==> config.mk <==
export PLATFORM = sky130hd
export DESIGN_NAME = abbe_exec
export DESIGN_NICKNAME = d
export VERILOG_FILES = /design/src/logic/abbe_branch_unit.v /design/src/logic/abbe_exec.v /design/src/logic/abbe_phase_gen.v
export VERILOG_INCLUDE_DIRS = /design/src /design/src/logic
export SDC_FILE = /design/constraint.sdc
export NUM_CORES = 1
export LEC_CHECK = 0
export BUFFER_PORTS_ARGS = -buffer_cell sky130_fd_sc_hd__buf_2
export CAP_MARGIN = 20
export CORE_UTILIZATION = 49
export DETAILED_ROUTE_END_ITERATION = 10
export PLACE_DENSITY = 0.76
export SKIP_LAST_GASP = 1
export SYNTH_ARGS = -nofsm -noshare
export SYNTH_HDL_FRONTEND = slang
export SYNTH_HIERARCHICAL = 1
export SYNTH_SLANG_ARGS = --single-unit
==> constraint.sdc <==
create_clock -name ref_clk -period 1.5 [get_ports ref_clk]
set_input_delay 0.225 -clock ref_clk [delete_from_list [all_inputs] [get_ports ref_clk]]
set_output_delay 0.225 -clock ref_clk [all_outputs]
set_load 0.005 [all_outputs]
==> src/logic/abbe_consts.vh <==
/*
  constants for the and / bit-clear / branch execution block:
  opcode patterns, field positions, flag positions, phase codes.
  assumes inclusion by bare name from the design files.
*/
`ifndef ABBE_CONSTS_VH
`define ABBE_CONSTS_VH

// opcode patterns and field slices of the 16-bit instruction word
`define ABBE_OP_AND_WREG_WITH_FILE_HI 15
`define ABBE_OP_AND_WREG_WITH_FILE_LO 10
`define ABBE_OP_AND_WREG_WITH_FILE 6'h05
`define ABBE_OP_BCLR_HI 15
`define ABBE_OP_BCLR_LO 12
`define ABBE_OP_BCLR 4'h9
`define ABBE_OP_BR_HI 15
`define ABBE_OP_BR_LO 8
`define ABBE_OP_BC 8'hE2
`define ABBE_OP_BNC 8'hE3
`define ABBE_OP_BN 8'h6E
`define ABBE_OP_BNN 8'hE7
`define ABBE_OP_BRANCH_ON_NO_OVERFLOW 8'hE5
`define ABBE_DEST_BIT 9
`define ABBE_ACC_BIT 8
`define ABBE_BIDX_HI 11
`define ABBE_BIDX_LO 9
`define ABBE_FADDR_HI 7
`define ABBE_FADDR_LO 0

// indexed literal offset limit on the file address
`define ABBE_ILO_LIMIT 8'h5F

// status flag positions in the five-bit flag vector {n, ov, z, dc, c}
`define ABBE_FLG_C 0
`define ABBE_FLG_DC 1
`define ABBE_FLG_Z 2
`define ABBE_FLG_OV 3
`define ABBE_FLG_N 4
`define ABBE_NEG_BIT 7

// quarter phases of one instruction cycle
`define ABBE_PH_Q1 2'h0
`define ABBE_PH_Q2 2'h1
`define ABBE_PH_Q3 2'h2
`define ABBE_PH_Q4 2'h3

// program counter step per instruction word
`define ABBE_PC_STEP 21'h000002

// reset values
`define ABBE_WREG_RST 8'h00
`define ABBE_FLAGS_RST 5'h00

`endif

==> src/logic/abbe_branch_unit.v <==
/*
  branch evaluator: decides whether a relative branch is taken and
  computes its target as pc + 2 + 2n.
  assumes the instruction word and flags are stable during the cycle.
*/
`timescale 1ns/1ps
`include "abbe_consts.vh"

module abbe_branch_unit #(
  parameter PC_W = 21
) (
  // instruction and state
  input wire [15:0] instr,
  input wire [PC_W-1:0] pc_cur,
  input wire [4:0] flags,
  // decision
  output reg is_branch,
  output reg taken,
  output wire [PC_W-1:0] target
);

  wire [7:0] op_hi;
  wire [PC_W-1:0] offs2;

  assign op_hi = instr[`ABBE_OP_BR_HI:`ABBE_OP_BR_LO];
  // twice the sign-extended offset
  assign offs2 = {{(PC_W-9){instr[7]}}, instr[7:0], 1'b0};
  // target counts from the already incremented counter
  assign target = pc_cur + `ABBE_PC_STEP + offs2;

  // condition select per branch opcode
  always @* begin
    is_branch = 1'b1;
    taken = 1'b0;
    case (op_hi)
      `ABBE_OP_BC: taken = flags[`ABBE_FLG_C];
      `ABBE_OP_BNC: taken = ~flags[`ABBE_FLG_C];
      `ABBE_OP_BN: taken = flags[`ABBE_FLG_N];
      `ABBE_OP_BNN: taken = ~flags[`ABBE_FLG_N];
      `ABBE_OP_BRANCH_ON_NO_OVERFLOW: taken = ~flags[`ABBE_FLG_OV];
      default: is_branch = 1'b0;
    endcase
  end

endmodule

==> src/logic/abbe_exec.v <==
/*
  executes and_wreg_with_file, clear_file_bit and five conditional
  branches over a four-phase instruction cycle.
  assumes the fetch unit presents instr and pc when instr_valid is high
  at q1 and holds them for the cycle; file memory read data returns
  in the same clock as mem_rd_en; flags come in and are driven back here.
*/
`timescale 1ns/1ps
`include "abbe_consts.vh"

module abbe_exec #(
  parameter PC_W = 21
) (
  // clock and reset
  input wire ref_clk,
  input wire rst_b,
  // fetch side
  input wire instr_valid,
  input wire [15:0] instr,
  input wire [PC_W-1:0] pc_cur,
  // configuration
  input wire ext_set_en,
  input wire [3:0] bank_select_register,
  input wire [4:0] flags_in,
  // data memory
  input wire [7:0] mem_rd_data,
  output reg mem_rd_en_q,
  output reg mem_wr_en_q,
  output reg [11:0] mem_addr_q,
  output reg [7:0] mem_wr_data_q,
  output reg ilo_mode_q,
  // results
  output reg [7:0] wreg_q,
  output reg [4:0] flags_q,
  output reg flags_wr_q,
  output reg pc_load_q,
  output reg [PC_W-1:0] pc_target_q,
  output reg flush_q,
  output reg busy_q,
  output reg [1:0] phase_out_q,
  output reg illegal_q
);

  // operation kinds
  localparam OP_NONE = 2'h0;
  localparam OP_AND = 2'h1;
  localparam OP_BCLR = 2'h2;
  localparam OP_BR = 2'h3;

  // four-phase sequencing
  wire [1:0] phase;
  wire last;
  // branch evaluation
  wire br_is;
  wire br_taken;
  wire [PC_W-1:0] br_target;
  // latched decode
  reg [1:0] op_q;
  reg [1:0] op_d;
  reg [15:0] ins_q;
  reg [7:0] opnd_q; // operand captured in q3
  reg [7:0] res_q; // result computed in q3
  reg taken_q; // branch taken, used for the nop cycle
  reg nop_cycle_q; // second cycle of a taken branch
  reg [PC_W-1:0] tgt_q;

  abbe_phase_gen u_phase (
    .ref_clk(ref_clk),
    .rst_b(rst_b),
    .phase_q(phase),
    .last_q(last)
  );

  abbe_branch_unit #(.PC_W(PC_W)) u_br (
    .instr(instr),
    .pc_cur(pc_cur),
    .flags(flags_in),
    .is_branch(br_is),
    .taken(br_taken),
    .target(br_target)
  );

  // builds the data address from bank bit, bank register and file address
  function [11:0] file_addr;
    input [15:0] iw;
    input [3:0] bank;
    begin
      if (iw[`ABBE_ACC_BIT])
        file_addr = {bank, iw[`ABBE_FADDR_HI:`ABBE_FADDR_LO]};
      else if (iw[`ABBE_FADDR_HI:`ABBE_FADDR_LO] > `ABBE_ILO_LIMIT)
        file_addr = {4'hF, iw[`ABBE_FADDR_HI:`ABBE_FADDR_LO]};
      else
        file_addr = {4'h0, iw[`ABBE_FADDR_HI:`ABBE_FADDR_LO]};
    end
  endfunction

  // tells whether the operand uses indexed literal offset addressing
  function ilo_sel;
    input [15:0] iw;
    input ext;
    begin
      ilo_sel = ext && !iw[`ABBE_ACC_BIT] &&
        (iw[`ABBE_FADDR_HI:`ABBE_FADDR_LO] <= `ABBE_ILO_LIMIT);
    end
  endfunction

  // opcode decode of the incoming word
  always @* begin
    if (instr[`ABBE_OP_AND_WREG_WITH_FILE_HI:`ABBE_OP_AND_WREG_WITH_FILE_LO] == `ABBE_OP_AND_WREG_WITH_FILE)
      op_d = OP_AND;
    else if (instr[`ABBE_OP_BCLR_HI:`ABBE_OP_BCLR_LO] == `ABBE_OP_BCLR)
      op_d = OP_BCLR;
    else if (br_is)
      op_d = OP_BR;
    else
      op_d = OP_NONE;
  end

  // phase sequencer: q1 decode, q2 read, q3 compute, q4 write
  always @(posedge ref_clk or negedge rst_b) begin
    if (!rst_b) begin
      op_q <= OP_NONE;
      ins_q <= 16'h0000;
      opnd_q <= 8'h00;
      res_q <= 8'h00;
      taken_q <= 1'b0;
      nop_cycle_q <= 1'b0;
      tgt_q <= {PC_W{1'b0}};
      wreg_q <= `ABBE_WREG_RST;
      flags_q <= `ABBE_FLAGS_RST;
      flags_wr_q <= 1'b0;
      mem_rd_en_q <= 1'b0;
      mem_wr_en_q <= 1'b0;
      mem_addr_q <= 12'h000;
      mem_wr_data_q <= 8'h00;
      ilo_mode_q <= 1'b0;
      pc_load_q <= 1'b0;
      pc_target_q <= {PC_W{1'b0}};
      flush_q <= 1'b0;
      busy_q <= 1'b0;
      phase_out_q <= `ABBE_PH_Q1;
      illegal_q <= 1'b0;
    end else begin
      // strobes last one clock
      flags_wr_q <= 1'b0;
      mem_rd_en_q <= 1'b0;
      mem_wr_en_q <= 1'b0;
      pc_load_q <= 1'b0;
      phase_out_q <= phase;
      case (phase)
        `ABBE_PH_Q1: begin
          // decode; a taken branch's second cycle decodes nothing
          if (nop_cycle_q) begin
            op_q <= OP_NONE;
            busy_q <= 1'b1;
            illegal_q <= 1'b0;
          end else begin
            op_q <= instr_valid ? op_d : OP_NONE;
            ins_q <= instr;
            taken_q <= br_taken & br_is;
            tgt_q <= br_target;
            busy_q <= instr_valid;
            illegal_q <= instr_valid && (op_d == OP_NONE);
            mem_addr_q <= file_addr(instr, bank_select_register);
            ilo_mode_q <= ilo_sel(instr, ext_set_en);
          end
        end
        `ABBE_PH_Q2: begin
          // operand read request for file instructions
          if (op_q == OP_AND || op_q == OP_BCLR)
            mem_rd_en_q <= 1'b1;
        end
        `ABBE_PH_Q3: begin
          // compute using returned operand
          opnd_q <= mem_rd_data;
          if (op_q == OP_AND)
            res_q <= wreg_q & mem_rd_data;
          else if (op_q == OP_BCLR)
            res_q <= mem_rd_data & ~(8'h01 << ins_q[`ABBE_BIDX_HI:`ABBE_BIDX_LO]);
          else
            res_q <= 8'h00;
        end
        default: begin
          // q4: write destination, load pc, update flags
          nop_cycle_q <= 1'b0;
          flush_q <= 1'b0;
          if (op_q == OP_AND) begin
            if (ins_q[`ABBE_DEST_BIT]) begin
              mem_wr_en_q <= 1'b1;
              mem_wr_data_q <= res_q;
            end else begin
              wreg_q <= res_q;
            end
            // only n and z change; c, dc, ov pass through
            flags_q <= flags_in;
            flags_q[`ABBE_FLG_Z] <= (res_q == 8'h00);
            flags_q[`ABBE_FLG_N] <= res_q[`ABBE_NEG_BIT];
            flags_wr_q <= 1'b1;
          end else if (op_q == OP_BCLR) begin
            mem_wr_en_q <= 1'b1;
            mem_wr_data_q <= res_q;
          end else if (op_q == OP_BR && taken_q) begin
            // branches leave flags alone
            pc_load_q <= 1'b1;
            pc_target_q <= tgt_q;
            nop_cycle_q <= 1'b1;
            flush_q <= 1'b1;
          end
        end
      endcase
    end
  end

endmodule

==> src/logic/abbe_phase_gen.v <==
/*
  four-phase generator: walks q1..q4 and marks the last phase.
  assumes one free-running clock and an asynchronous active-low reset.
*/
`timescale 1ns/1ps
`include "abbe_consts.vh"

module abbe_phase_gen (
  // clock and reset
  input wire ref_clk,
  input wire rst_b,
  // phase outputs
  output reg [1:0] phase_q,
  output reg last_q
);

  // phase counter; wraps after q4
  always @(posedge ref_clk or negedge rst_b) begin
    if (!rst_b) begin
      phase_q <= `ABBE_PH_Q1;
      last_q <= 1'b0;
    end else begin
      phase_q <= phase_q + 2'h1;
      last_q <= (phase_q == `ABBE_PH_Q3);
    end
  end

endmodule

==> qor.csv, run 1 <==
metric,value,unit
drt drc,0,
Final Hold Viols,0,
CP Buf/Inv Count,2,
"Power, Total",6910,µW
H-tree Lvls,3,
Sink Count,101,
number of global-route vias before repair,4998,
clock insertion delay at the later pin of the skew report,0.39,ns
max-cap violations,0,
CTS tree,built,
failing checks,negative setup slack,
Placer Congestion,0.897,
Worst Max-Slew Pin Slew,0.552,ns
Rows,38,
Die X,107,µm
share of cells above drive strength 1,0.513,
PwrDens,861,nW/µm²
GRT Resource Usage Total,0.270,
ant diodes,0,
Rel. slew slack,0.632,
TritonCTS buffer count,9,
final non-filler cell total,891,
routed len/inst,19.4,µm
Iter 0 DRT Violations,327,
Final nets,846,
largest net degree at the start of global routing,102,
Period minus WS final,2.05,ns
hold_sp,instr[2],
Worst R2R Path Depth,6,
RSZ-0062 raised after global routing,true,
initial core utilization,0.503,
dpl cells,844,
I/O Pins,122,
router iterations before antenna repair,5,
max-slew violations,0,
total grt overflow,0,
area of the mapped netlist,5430,µm²
Worst Hold End,mem_addr_q[2],
clk_skew,0.0121,ns
pre-CTS setup slack,-1.04,ns
RR Endpoint,mem_wr_data_q[1],
Post-Syn Nets,635,
CP startpoint kind,primary input,
status,"complete, but fails checks",
critical path type,primary input to flop,
cells after synthesis,535,
LEAKAGE,0.00399,µW
initial antenna violation count,0,
"Req. time, crit path",1.84,ns
root buf cell,clkbuf_8,
CTS Buffer Depth,2,
die height,107,µm
maximum vdd drop,0.743,mV
Syn. warnings,6,
CORE AREA,10800,µm²
TNS Setup,-8.44,ns
Final setup viols,47,
Hold Path Depth,3,
Avg Vias per Cell,5.58,
first-pass GRT wire length,23800,µm
Via Count,4974,
worst reg-to-reg setup slack,-0.17,ns
CP Max Fanout,2,
HP Class,primary input to flop,
DRT antenna net count,0,
syn avg cell area,10.1,µm²
Layout area overhead,48.0,%
PortBufs,120,
die area,11500,µm²
worst r2r src,op_q[1],
largest stage delay on the critical path,0.33,ns
crit path cell chain,"buf_8, ha_4, ha_4, inv_2, fa_2, nand2b_4, a21oi_4, o2111ai_2, o21ai_2, mux2_4, a221oi_2, nand2_1, nand2_1",
maximum clock frequency,0.489,GHz
PnR worst setup slack,-0.547,ns
"Clk pin slew, worst setup/hold paths",0.10,ns
total wire length,17300,µm
critical path arrival,2.38,ns
hpwl dp,9610,µm
Critical-path top delay cell,fa_2,
fin crit share,1.36,
Critical Path End Type,flop,
crit-path leading delay family,adder cells,
[per-stage QoR]
stage	area, µm²	utilization	hold WS [ns]
2_1_floorplan	5640	-	-0.0706
3_3_place_gp	6870	0.637	0.326
3_5_place_dp	6870	0.637	0.332
4_1_cts	7580	0.702	0.0203
5_1_grt	8030	0.744	0.0369
6_report	8030	0.744	0.0351
[layer usage]
layer  global-route usage  vias up  wire length [µm]
met4                0.131        0               806
met2                0.482      235              8670
met1                0.316     2422              6750
met5                    0        -                 0
met3               0.0401       65              1080
li1                     -     2252                 -
[worst reg2reg max path: cells and delay by family, from the launching register on]
family | cells | cell delay [ns]
flip-flops | 1 | 0.42
multiplexers | 1 | 0.30
adder cells (fa/ha/maj) | 1 | 0.22
AND/OR/NAND/NOR | 1 | 0.21
buffers and inverters | 3 | 0.42
[layout by cell type (no fill, tap or decap), types with 6 or more instances in the layout]
master	instances
inv_1	11
o21ai_0	12
xor2_1	6
buf_2	112
a21oi_4	7
o21ai_1	6
ha_1	6
clkbuf_8	10
xnor2_1	8
ha_4	33
nand3_1	6
inv_2	7
buf_4	85
mux2_2	22
nand2_1	136
nor2_1	8
a21oi_1	7
buf_6	19
mux2_4	20
nor2b_1	9
a21oi_2	8
dfrtp_1	99
a22oi_1	8
[layout make-up]
class / count / area, µm²
fill: 667 / 2760
inverter: 18 / 67.6
tap: 140 / 175
clock buffer: 11 / 141
sequential: 101 / 2530
multi-input combinational: 390 / 3450
timing repair buffer: 226 / 1600
clock inverter: 5 / 67.6
[state kept, by name, summed over array words and instances, names as in the netlist]
name	count
flags_q	5
mem_wr_en_q	1
mem_addr_q	12
ilo_mode_q	1
pc_load_q	1
pc_target_q	21
taken_q	1
mem_rd_en_q	1
phase_out_q	2
mem_wr_data_q	8
flags_wr_q	1
busy_q	1
wreg_q	8
res_q	8
tgt_q	21
nop_cycle_q	1
ins_q	3
op_q	2
u_phase/phase_q	2
illegal_q	1
[report_power, final]
part,switching (µW),internal [µW]
clock network,1040,842
registers,130,2920
logic,970,1010
total,2140,4770
[how the worst max path moves through the flow]
| stage | start | to | cells past startpoint |
|---|---|---|---|
| final | instr[1] | tgt_q[20] | 13 |
| after global routing | instr[1] | tgt_q[20] | 13 |
| after CTS | instr[1] | tgt_q[20] | 13 |
| after detailed placement | instr[1] | tgt_q[20] | 13 |
| after global placement | instr[1] | tgt_q[20] | 13 |
| after floorplan | pc_cur[2] | tgt_q[20] | 12 |
[what timing repair did]
action | 4_1_cts | 5_1_grt
cloned | 3 | 1
setup buffers | 11 | 18
pin swaps | 40 | 42
hold endpoints to repair | 101 | 0
setup endpoints to repair | 54 | 66
hold buffers | 1 | 0
resized for setup | 72 | 65
Power figures use the tool's default switching activity.
==> inputs of run 2 (changes only) <==
--- a/config.mk
+++ b/config.mk
@@ -9,6 +9,8 @@
 export BUFFER_PORTS_ARGS = -buffer_cell sky130_fd_sc_hd__buf_2
 export CAP_MARGIN = 20
 export CORE_UTILIZATION = 49
+export CTS_BUF_LIST = sky130_fd_sc_hd__clkbuf_8 sky130_fd_sc_hd__clkbuf_16
+export CTS_CLUSTER_DIAMETER = 120
 export DETAILED_ROUTE_END_ITERATION = 10
 export PLACE_DENSITY = 0.76
 export SKIP_LAST_GASP = 1
==> run 2 against run 1 <==
  * The flow still finishes with violations (negative setup slack)
  * Cell count grew 0.22%
  * Worst hold slack lost 0.0018 ns
  * Critical path depth is the same
  * Clock-buffer cell count shrank 1
  * Highest routed layer unchanged
  * Largest cell class unchanged
  * Cell area grew 0.31%
==> qor.csv, run 2 (synthesis results as in run 1) <==
metric,value,unit,change
sequential share of power,0.441,,about the same
largest net degree at the start of global routing,102,,unchanged
number of global-route vias before repair,4998,,unchanged
Avg Vias per Cell,5.60,,+0.28%
status,"complete, but fails checks",,
fin crit share,1.36,,-0.00658
initial antenna violation count,0,,unchanged
Critical Path End Type,flop,,
"commonest non-fill, non-tap cell in the layout",nand2_1,,
hpwl dp,9610,µm,unchanged
largest registers,"pc_target_q (21), tgt_q (21), mem_addr_q (12)",,
Via Count,4999,,+0.50%
clk_skew,0.00953,ns,-0.00257 ns
Iter 0 DRT Violations,339,,+3.7%
PortBufs,120,,unchanged
clock insertion delay at the later pin of the skew report,0.39,ns,about the same
max-slew violations,0,,unchanged
first-pass GRT wire length,23800,µm,unchanged
CP Max Fanout,2,,unchanged
LEAKAGE,0.00400,µW,+0.31%
PnR worst setup slack,-0.537,ns,+0.00987 ns
routed len/inst,19.4,µm,-0.13%
Final nets,848,,+0.24%
Net Sw Frac,0.311,,+0.000607
RSZ-0062 raised after global routing,true,,
maximum vdd drop,0.739,mV,-0.49%
Layout area overhead,48.4,%,
TritonCTS buffer count,9,,unchanged
CTS tree,built,,
Psw,2150,µW,+0.18%
die height,107,µm,unchanged
share of cells above drive strength 1,0.514,,+0.00129
Rel. slew slack,0.631,,-0.000860
fin util,0.746,,+0.00232
Final setup viols,55,,+17%
total grt overflow,0,,unchanged
Sink Count,101,,unchanged
pre-CTS setup slack,-1.04,ns,unchanged
drt drc,0,,unchanged
root buf cell,clkbuf_8,,
total wire length,17300,µm,about the same
internal cell power,4760,µW,-0.10%
H-tree Lvls,3,,unchanged
critical path type,primary input to flop,,
max-cap violations,0,,unchanged
I/O Pins,122,,unchanged
Die X,107,µm,unchanged
Placer Congestion,0.897,,unchanged
DRT antenna net count,0,,unchanged
initial core utilization,0.503,,unchanged
sequential cell area,2530,µm²,unchanged
TNS Setup,-9.17,ns,-0.729 ns
"Req. time, crit path",1.84,ns,about the same
maximum clock frequency,0.491,GHz,+0.48%
GRT Resource Usage Total,0.270,,unchanged
CTS Buffer Depth,2,,unchanged
PwrDens,858,nW/µm²,-0.32%
Clock power frac,0.272,,about the same
Logic pwr share,0.287,,about the same
Rows,38,,unchanged
CP startpoint kind,primary input,,
die area,11500,µm²,unchanged
HP Class,primary input to flop,,
Worst Max-Slew Pin Slew,0.554,ns,+0.00129 ns
"Clk pin slew, worst setup/hold paths",0.10,ns,about the same
area of the multi-input gates,3450,µm²,unchanged
CORE AREA,10800,µm²,unchanged
most frequent cells in the layout,"nand2_1, buf_2, dfrtp_1",,
Final Hold Viols,0,,unchanged
ant diodes,0,,unchanged
router iterations before antenna repair,5,,unchanged
Period minus WS final,2.04,ns,-0.00987 ns
failing checks,negative setup slack,,
critical path arrival,2.38,ns,about the same
FILL cells,663,,-0.60%
## run 2: timing repair
item	CTS	global route
gates cloned	3	1
endpoints found under the setup margin	54	66
setup buffers	11	20
resized for setup	72	68
pin swaps	40	41
hold endpoints to repair	101	0
hold buffers	1	0
## run 2: per-layer routing
metal / vias to the layer above / wire length (µm) / share of wire / global-route usage
li1: 2260 / - / - / -
met1: 2450 / 6700 / 0.39 / 0.316
met2: 227 / 8800 / 0.51 / 0.482
met3: 62 / 1050 / 0.060 / 0.0401
met4: 0 / 786 / 0.045 / 0.131
met5: - / 0 / 0 / 0
## run 2: layout make-up
type / instances / area share
multi-input combinational: 390 / 0.429
sequential: 101 / 0.314
timing repair buffer: 228 / 0.201
tap: 140 / 0.0217
clock buffer: 10 / 0.0171
clock inverter: 6 / 0.00885
inverter: 18 / 0.00870
## run 2: stage by stage
step                power [µW]  hold WS (ns)  cell area [µm²]  cells
floorplan                 3840       -0.0706             5640    535
global placement          4410         0.326             6870    844
detailed placement        4470         0.332             6870    844
CTS                       6540        0.0203             7580    875
global route              7190        0.0372             8060    893
finish                    6910        0.0333             8060    893
## run 2: final timing paths
check,to,slack (ns),startpoint,cells past startpoint
max in group asynchronous,u_phase/phase_q[0],0.63,rst_b,3
min reg2reg,taken_q,0.48,taken_q,2
min in group asynchronous,phase_out_q[1],0.42,rst_b,3
min,mem_addr_q[2],0.03,instr[2],3
max reg2reg,mem_wr_data_q[5],-0.19,op_q[0],7
max,tgt_q[20],-0.54,instr[1],13
## run 2: power groups by stage
stage	clock (µW)	sequential [µW]	combinational, µW
after global placement	0	3070	1330
after CTS	1880	3040	1620
final	1880	3050	1980
after global routing	2020	3070	2100
after detailed placement	0	3090	1380
after floorplan	0	3050	794
## run 2: worst max-delay path, stage by stage
cell and delay, ns:
buf_8 0.10, ha_4 0.27, ha_4 0.13, inv_2 0.03, fa_2 0.33, nand2b_4 0.17, a21oi_4 0.15, o2111ai_2 0.15
o21ai_2 0.21, mux2_4 0.32, a221oi_2 0.17, nand2_1 0.07, nand2_1 0.05
==> inputs of run 3 (changes only) <==
--- a/config.mk
+++ b/config.mk
@@ -11,8 +11,9 @@
 export CORE_UTILIZATION = 49
 export CTS_BUF_LIST = sky130_fd_sc_hd__clkbuf_8 sky130_fd_sc_hd__clkbuf_16
 export CTS_CLUSTER_DIAMETER = 120
+export CTS_CLUSTER_SIZE = 20
 export DETAILED_ROUTE_END_ITERATION = 10
-export PLACE_DENSITY = 0.76
+export PLACE_DENSITY = 0.8
 export SKIP_LAST_GASP = 1
 export SYNTH_ARGS = -nofsm -noshare
 export SYNTH_HDL_FRONTEND = slang
==> run 3 against run 2 <==
  * The flow still finishes with violations (negative setup slack)
  * Die area unchanged
  * Register-to-register slack improved by 0.02 ns
  * Cell area shrank 0.34%
  * Sequential cell count did not move
  * First-iteration DRC count decreased by 18%
  * Core utilization down 0.26 points
  * Critical path type unchanged
  * Highest routed layer unchanged
==> qor.csv, run 3 (synthesis results as in run 1) <==
metric,value,unit,change
"Req. time, crit path",1.82,ns,-0.02 ns
dpl cells,847,,+0.36%
PwrDens,885,nW/µm²,+3.2%
"commonest non-fill, non-tap cell in the layout",nand2_1,,
first-pass GRT wire length,26300,µm,+11%
largest net degree at the start of global routing,51,,-50%
Rel. slew slack,0.735,,+0.104
crit path cell chain,"buf_8, ha_4, ha_4, inv_2, fa_2, nand2b_4, a21oi_4, o2111ai_4, o21ai_4, mux2_4, a221oi_2, nand2_1, nand2_1",,
"Clk pin slew, worst setup/hold paths",0.11,ns,about the same
critical path arrival,2.52,ns,+0.14 ns
final non-filler cell total,890,,-0.34%
ant diodes,0,,unchanged
pre-CTS setup slack,-1.08,ns,-0.0333 ns
FILL cells,664,,+0.15%
CORE AREA,10800,µm²,unchanged
TritonCTS buffer count,9,,unchanged
PnR worst setup slack,-0.696,ns,-0.159 ns
Critical Path End Type,flop,,
status,"complete, but fails checks",,
Post-DP Area,6890,µm²,+0.33%
PortBufs,120,,unchanged
die area,11500,µm²,unchanged
most frequent cells in the layout,"nand2_1, buf_2, dfrtp_1",,
total grt overflow,0,,unchanged
max-cap violations,0,,unchanged
share of cells above drive strength 1,0.517,,+0.00339
Iter 0 DRT Violations,278,,-18%
Placer Congestion,0.850,,-5.2%
Worst R2R Path Depth,6,,-1
Worst Hold End,tgt_q[0],,
die height,107,µm,unchanged
RSZ-0062 raised after global routing,true,,
CP Max Fanout,2,,unchanged
post-route cell area,8030,µm²,-0.34%
hpwl dp,9710,µm,+0.97%
initial core utilization,0.503,,unchanged
GRT Resource Usage Total,0.297,,+0.0275
CTS tree,built,,
worst reg-to-reg setup slack,-0.17,ns,+0.02 ns
maximum clock frequency,0.455,GHz,-7.2%
LEAKAGE,0.00399,µW,-0.28%
Via Count,5005,,+0.12%
I/O Pins,122,,unchanged
fin crit share,1.46,,+0.106
largest stage delay on the critical path,0.35,ns,+0.02 ns
routed len/inst,19.4,µm,about the same
maximum vdd drop,0.625,mV,-15%
Die X,107,µm,unchanged
Rows,38,,unchanged
Layout area overhead,47.9,%,
H-tree Lvls,3,,unchanged
RR Endpoint,mem_wr_data_q[1],,
router iterations before antenna repair,5,,unchanged
HP Class,primary input to flop,,
DRT antenna net count,0,,unchanged
Period minus WS final,2.20,ns,+0.159 ns
number of global-route vias before repair,5187,,+3.8%
largest registers,"pc_target_q (21), tgt_q (21), mem_addr_q (12)",,
CTS Buffer Depth,2,,unchanged
total wire length,17300,µm,-0.32%
CP startpoint kind,primary input,,
hold_sp,pc_cur[0],,
critical path type,primary input to flop,,
failing checks,negative setup slack,,
Final Hold Viols,0,,unchanged
fin util,0.744,,-0.00255
clk_skew,0.0121,ns,+0.00258 ns
root buf cell,clkbuf_8,,
max-slew violations,0,,unchanged
initial antenna violation count,0,,unchanged
Avg Vias per Cell,5.62,,+0.46%
Worst Max-Slew Pin Slew,0.398,ns,-0.156 ns
Critical-path top delay cell,fa_2,,
Final setup viols,51,,-7.3%
"Power, Total",7100,µW,+2.8%
clock insertion delay at the later pin of the skew report,0.38,ns,about the same
Sink Count,101,,unchanged
Final nets,845,,-0.35%
worst r2r src,op_q[1],,
drt drc,0,,unchanged
Hold Path Depth,3,,unchanged
## run 3: cell count changes in the layout (fill, tap and decap cells not counted), sizes merged
cell and change:
clkinv -2, inv +2, bufinv +1, buf -3, clkbuf -1
## run 3: final cells by class
class | count | area [µm²] | share of cell area
Timing Repair Buffer | 225 | 1550 | 0.192
Clock buffer | 9 | 124 | 0.0154
Tap cell | 140 | 175 | 0.0218
Sequential cell | 101 | 2530 | 0.315
Clock inverter | 7 | 111 | 0.0139
Inverter | 18 | 72.6 | 0.00904
Multi-Input combinational cell | 390 | 3470 | 0.432
## run 3: through the flow
stage | TNS, ns | hold slack, ns
6_report | -9.90 | 0.0276
4_1_cts | -8.00 | 0.00918
2_1_floorplan | -6.12 | -0.0706
5_1_grt | -12.00 | 0.0222
3_3_place_gp | -14.56 | 0.171
3_5_place_dp | -16.38 | 0.175
## run 3: what timing repair did
item,CTS,global route
buffers inserted,15,11
pin swaps,39,28
resized for setup,91,38
endpoints found under the setup margin,56,65
gates cloned,2,1
endpoints found under the hold margin,25,0
hold buffers,1,0
## run 3: how the worst max path moves through the flow
stage	startpoint	endpoint	slack, ns	depth (start not counted)
6_report	instr[1]	tgt_q[20]	-0.70	13
5_1_grt	instr[1]	tgt_q[20]	-0.76	13
4_1_cts	instr[1]	tgt_q[20]	-0.56	13
3_5_place_dp	instr[1]	tgt_q[20]	-1.08	13
3_3_place_gp	instr[1]	tgt_q[20]	-1.0	13
2_1_floorplan	pc_cur[2]	tgt_q[20]	-0.79	12
## run 3: power by group
part | internal, µW | switching [µW]
clock | 988 | 1090
sequential | 2920 | 115
combinational | 1000 | 993
total | 4900 | 2200
## run 3: per-layer routing
| layer | part of all wire | vias up | global-route usage |
|---|---|---|---|
| li1 | - | 2262 | - |
| met5 | 0 | - | 0 |
| met3 | 0.056 | 65 | 0.0480 |
| met4 | 0.042 | 0 | 0.155 |
| met2 | 0.50 | 261 | 0.515 |
| met1 | 0.40 | 2417 | 0.355 |
## run 3: critical path, delay by kind of cell
family                     cells  cell delay (ns)
adders and majority gates      3             0.76
buffers and inverters          2             0.14
and+or+nand+nor                3             0.31
muxes                          1             0.32
AOI/OAI and AO/OA              4             0.77
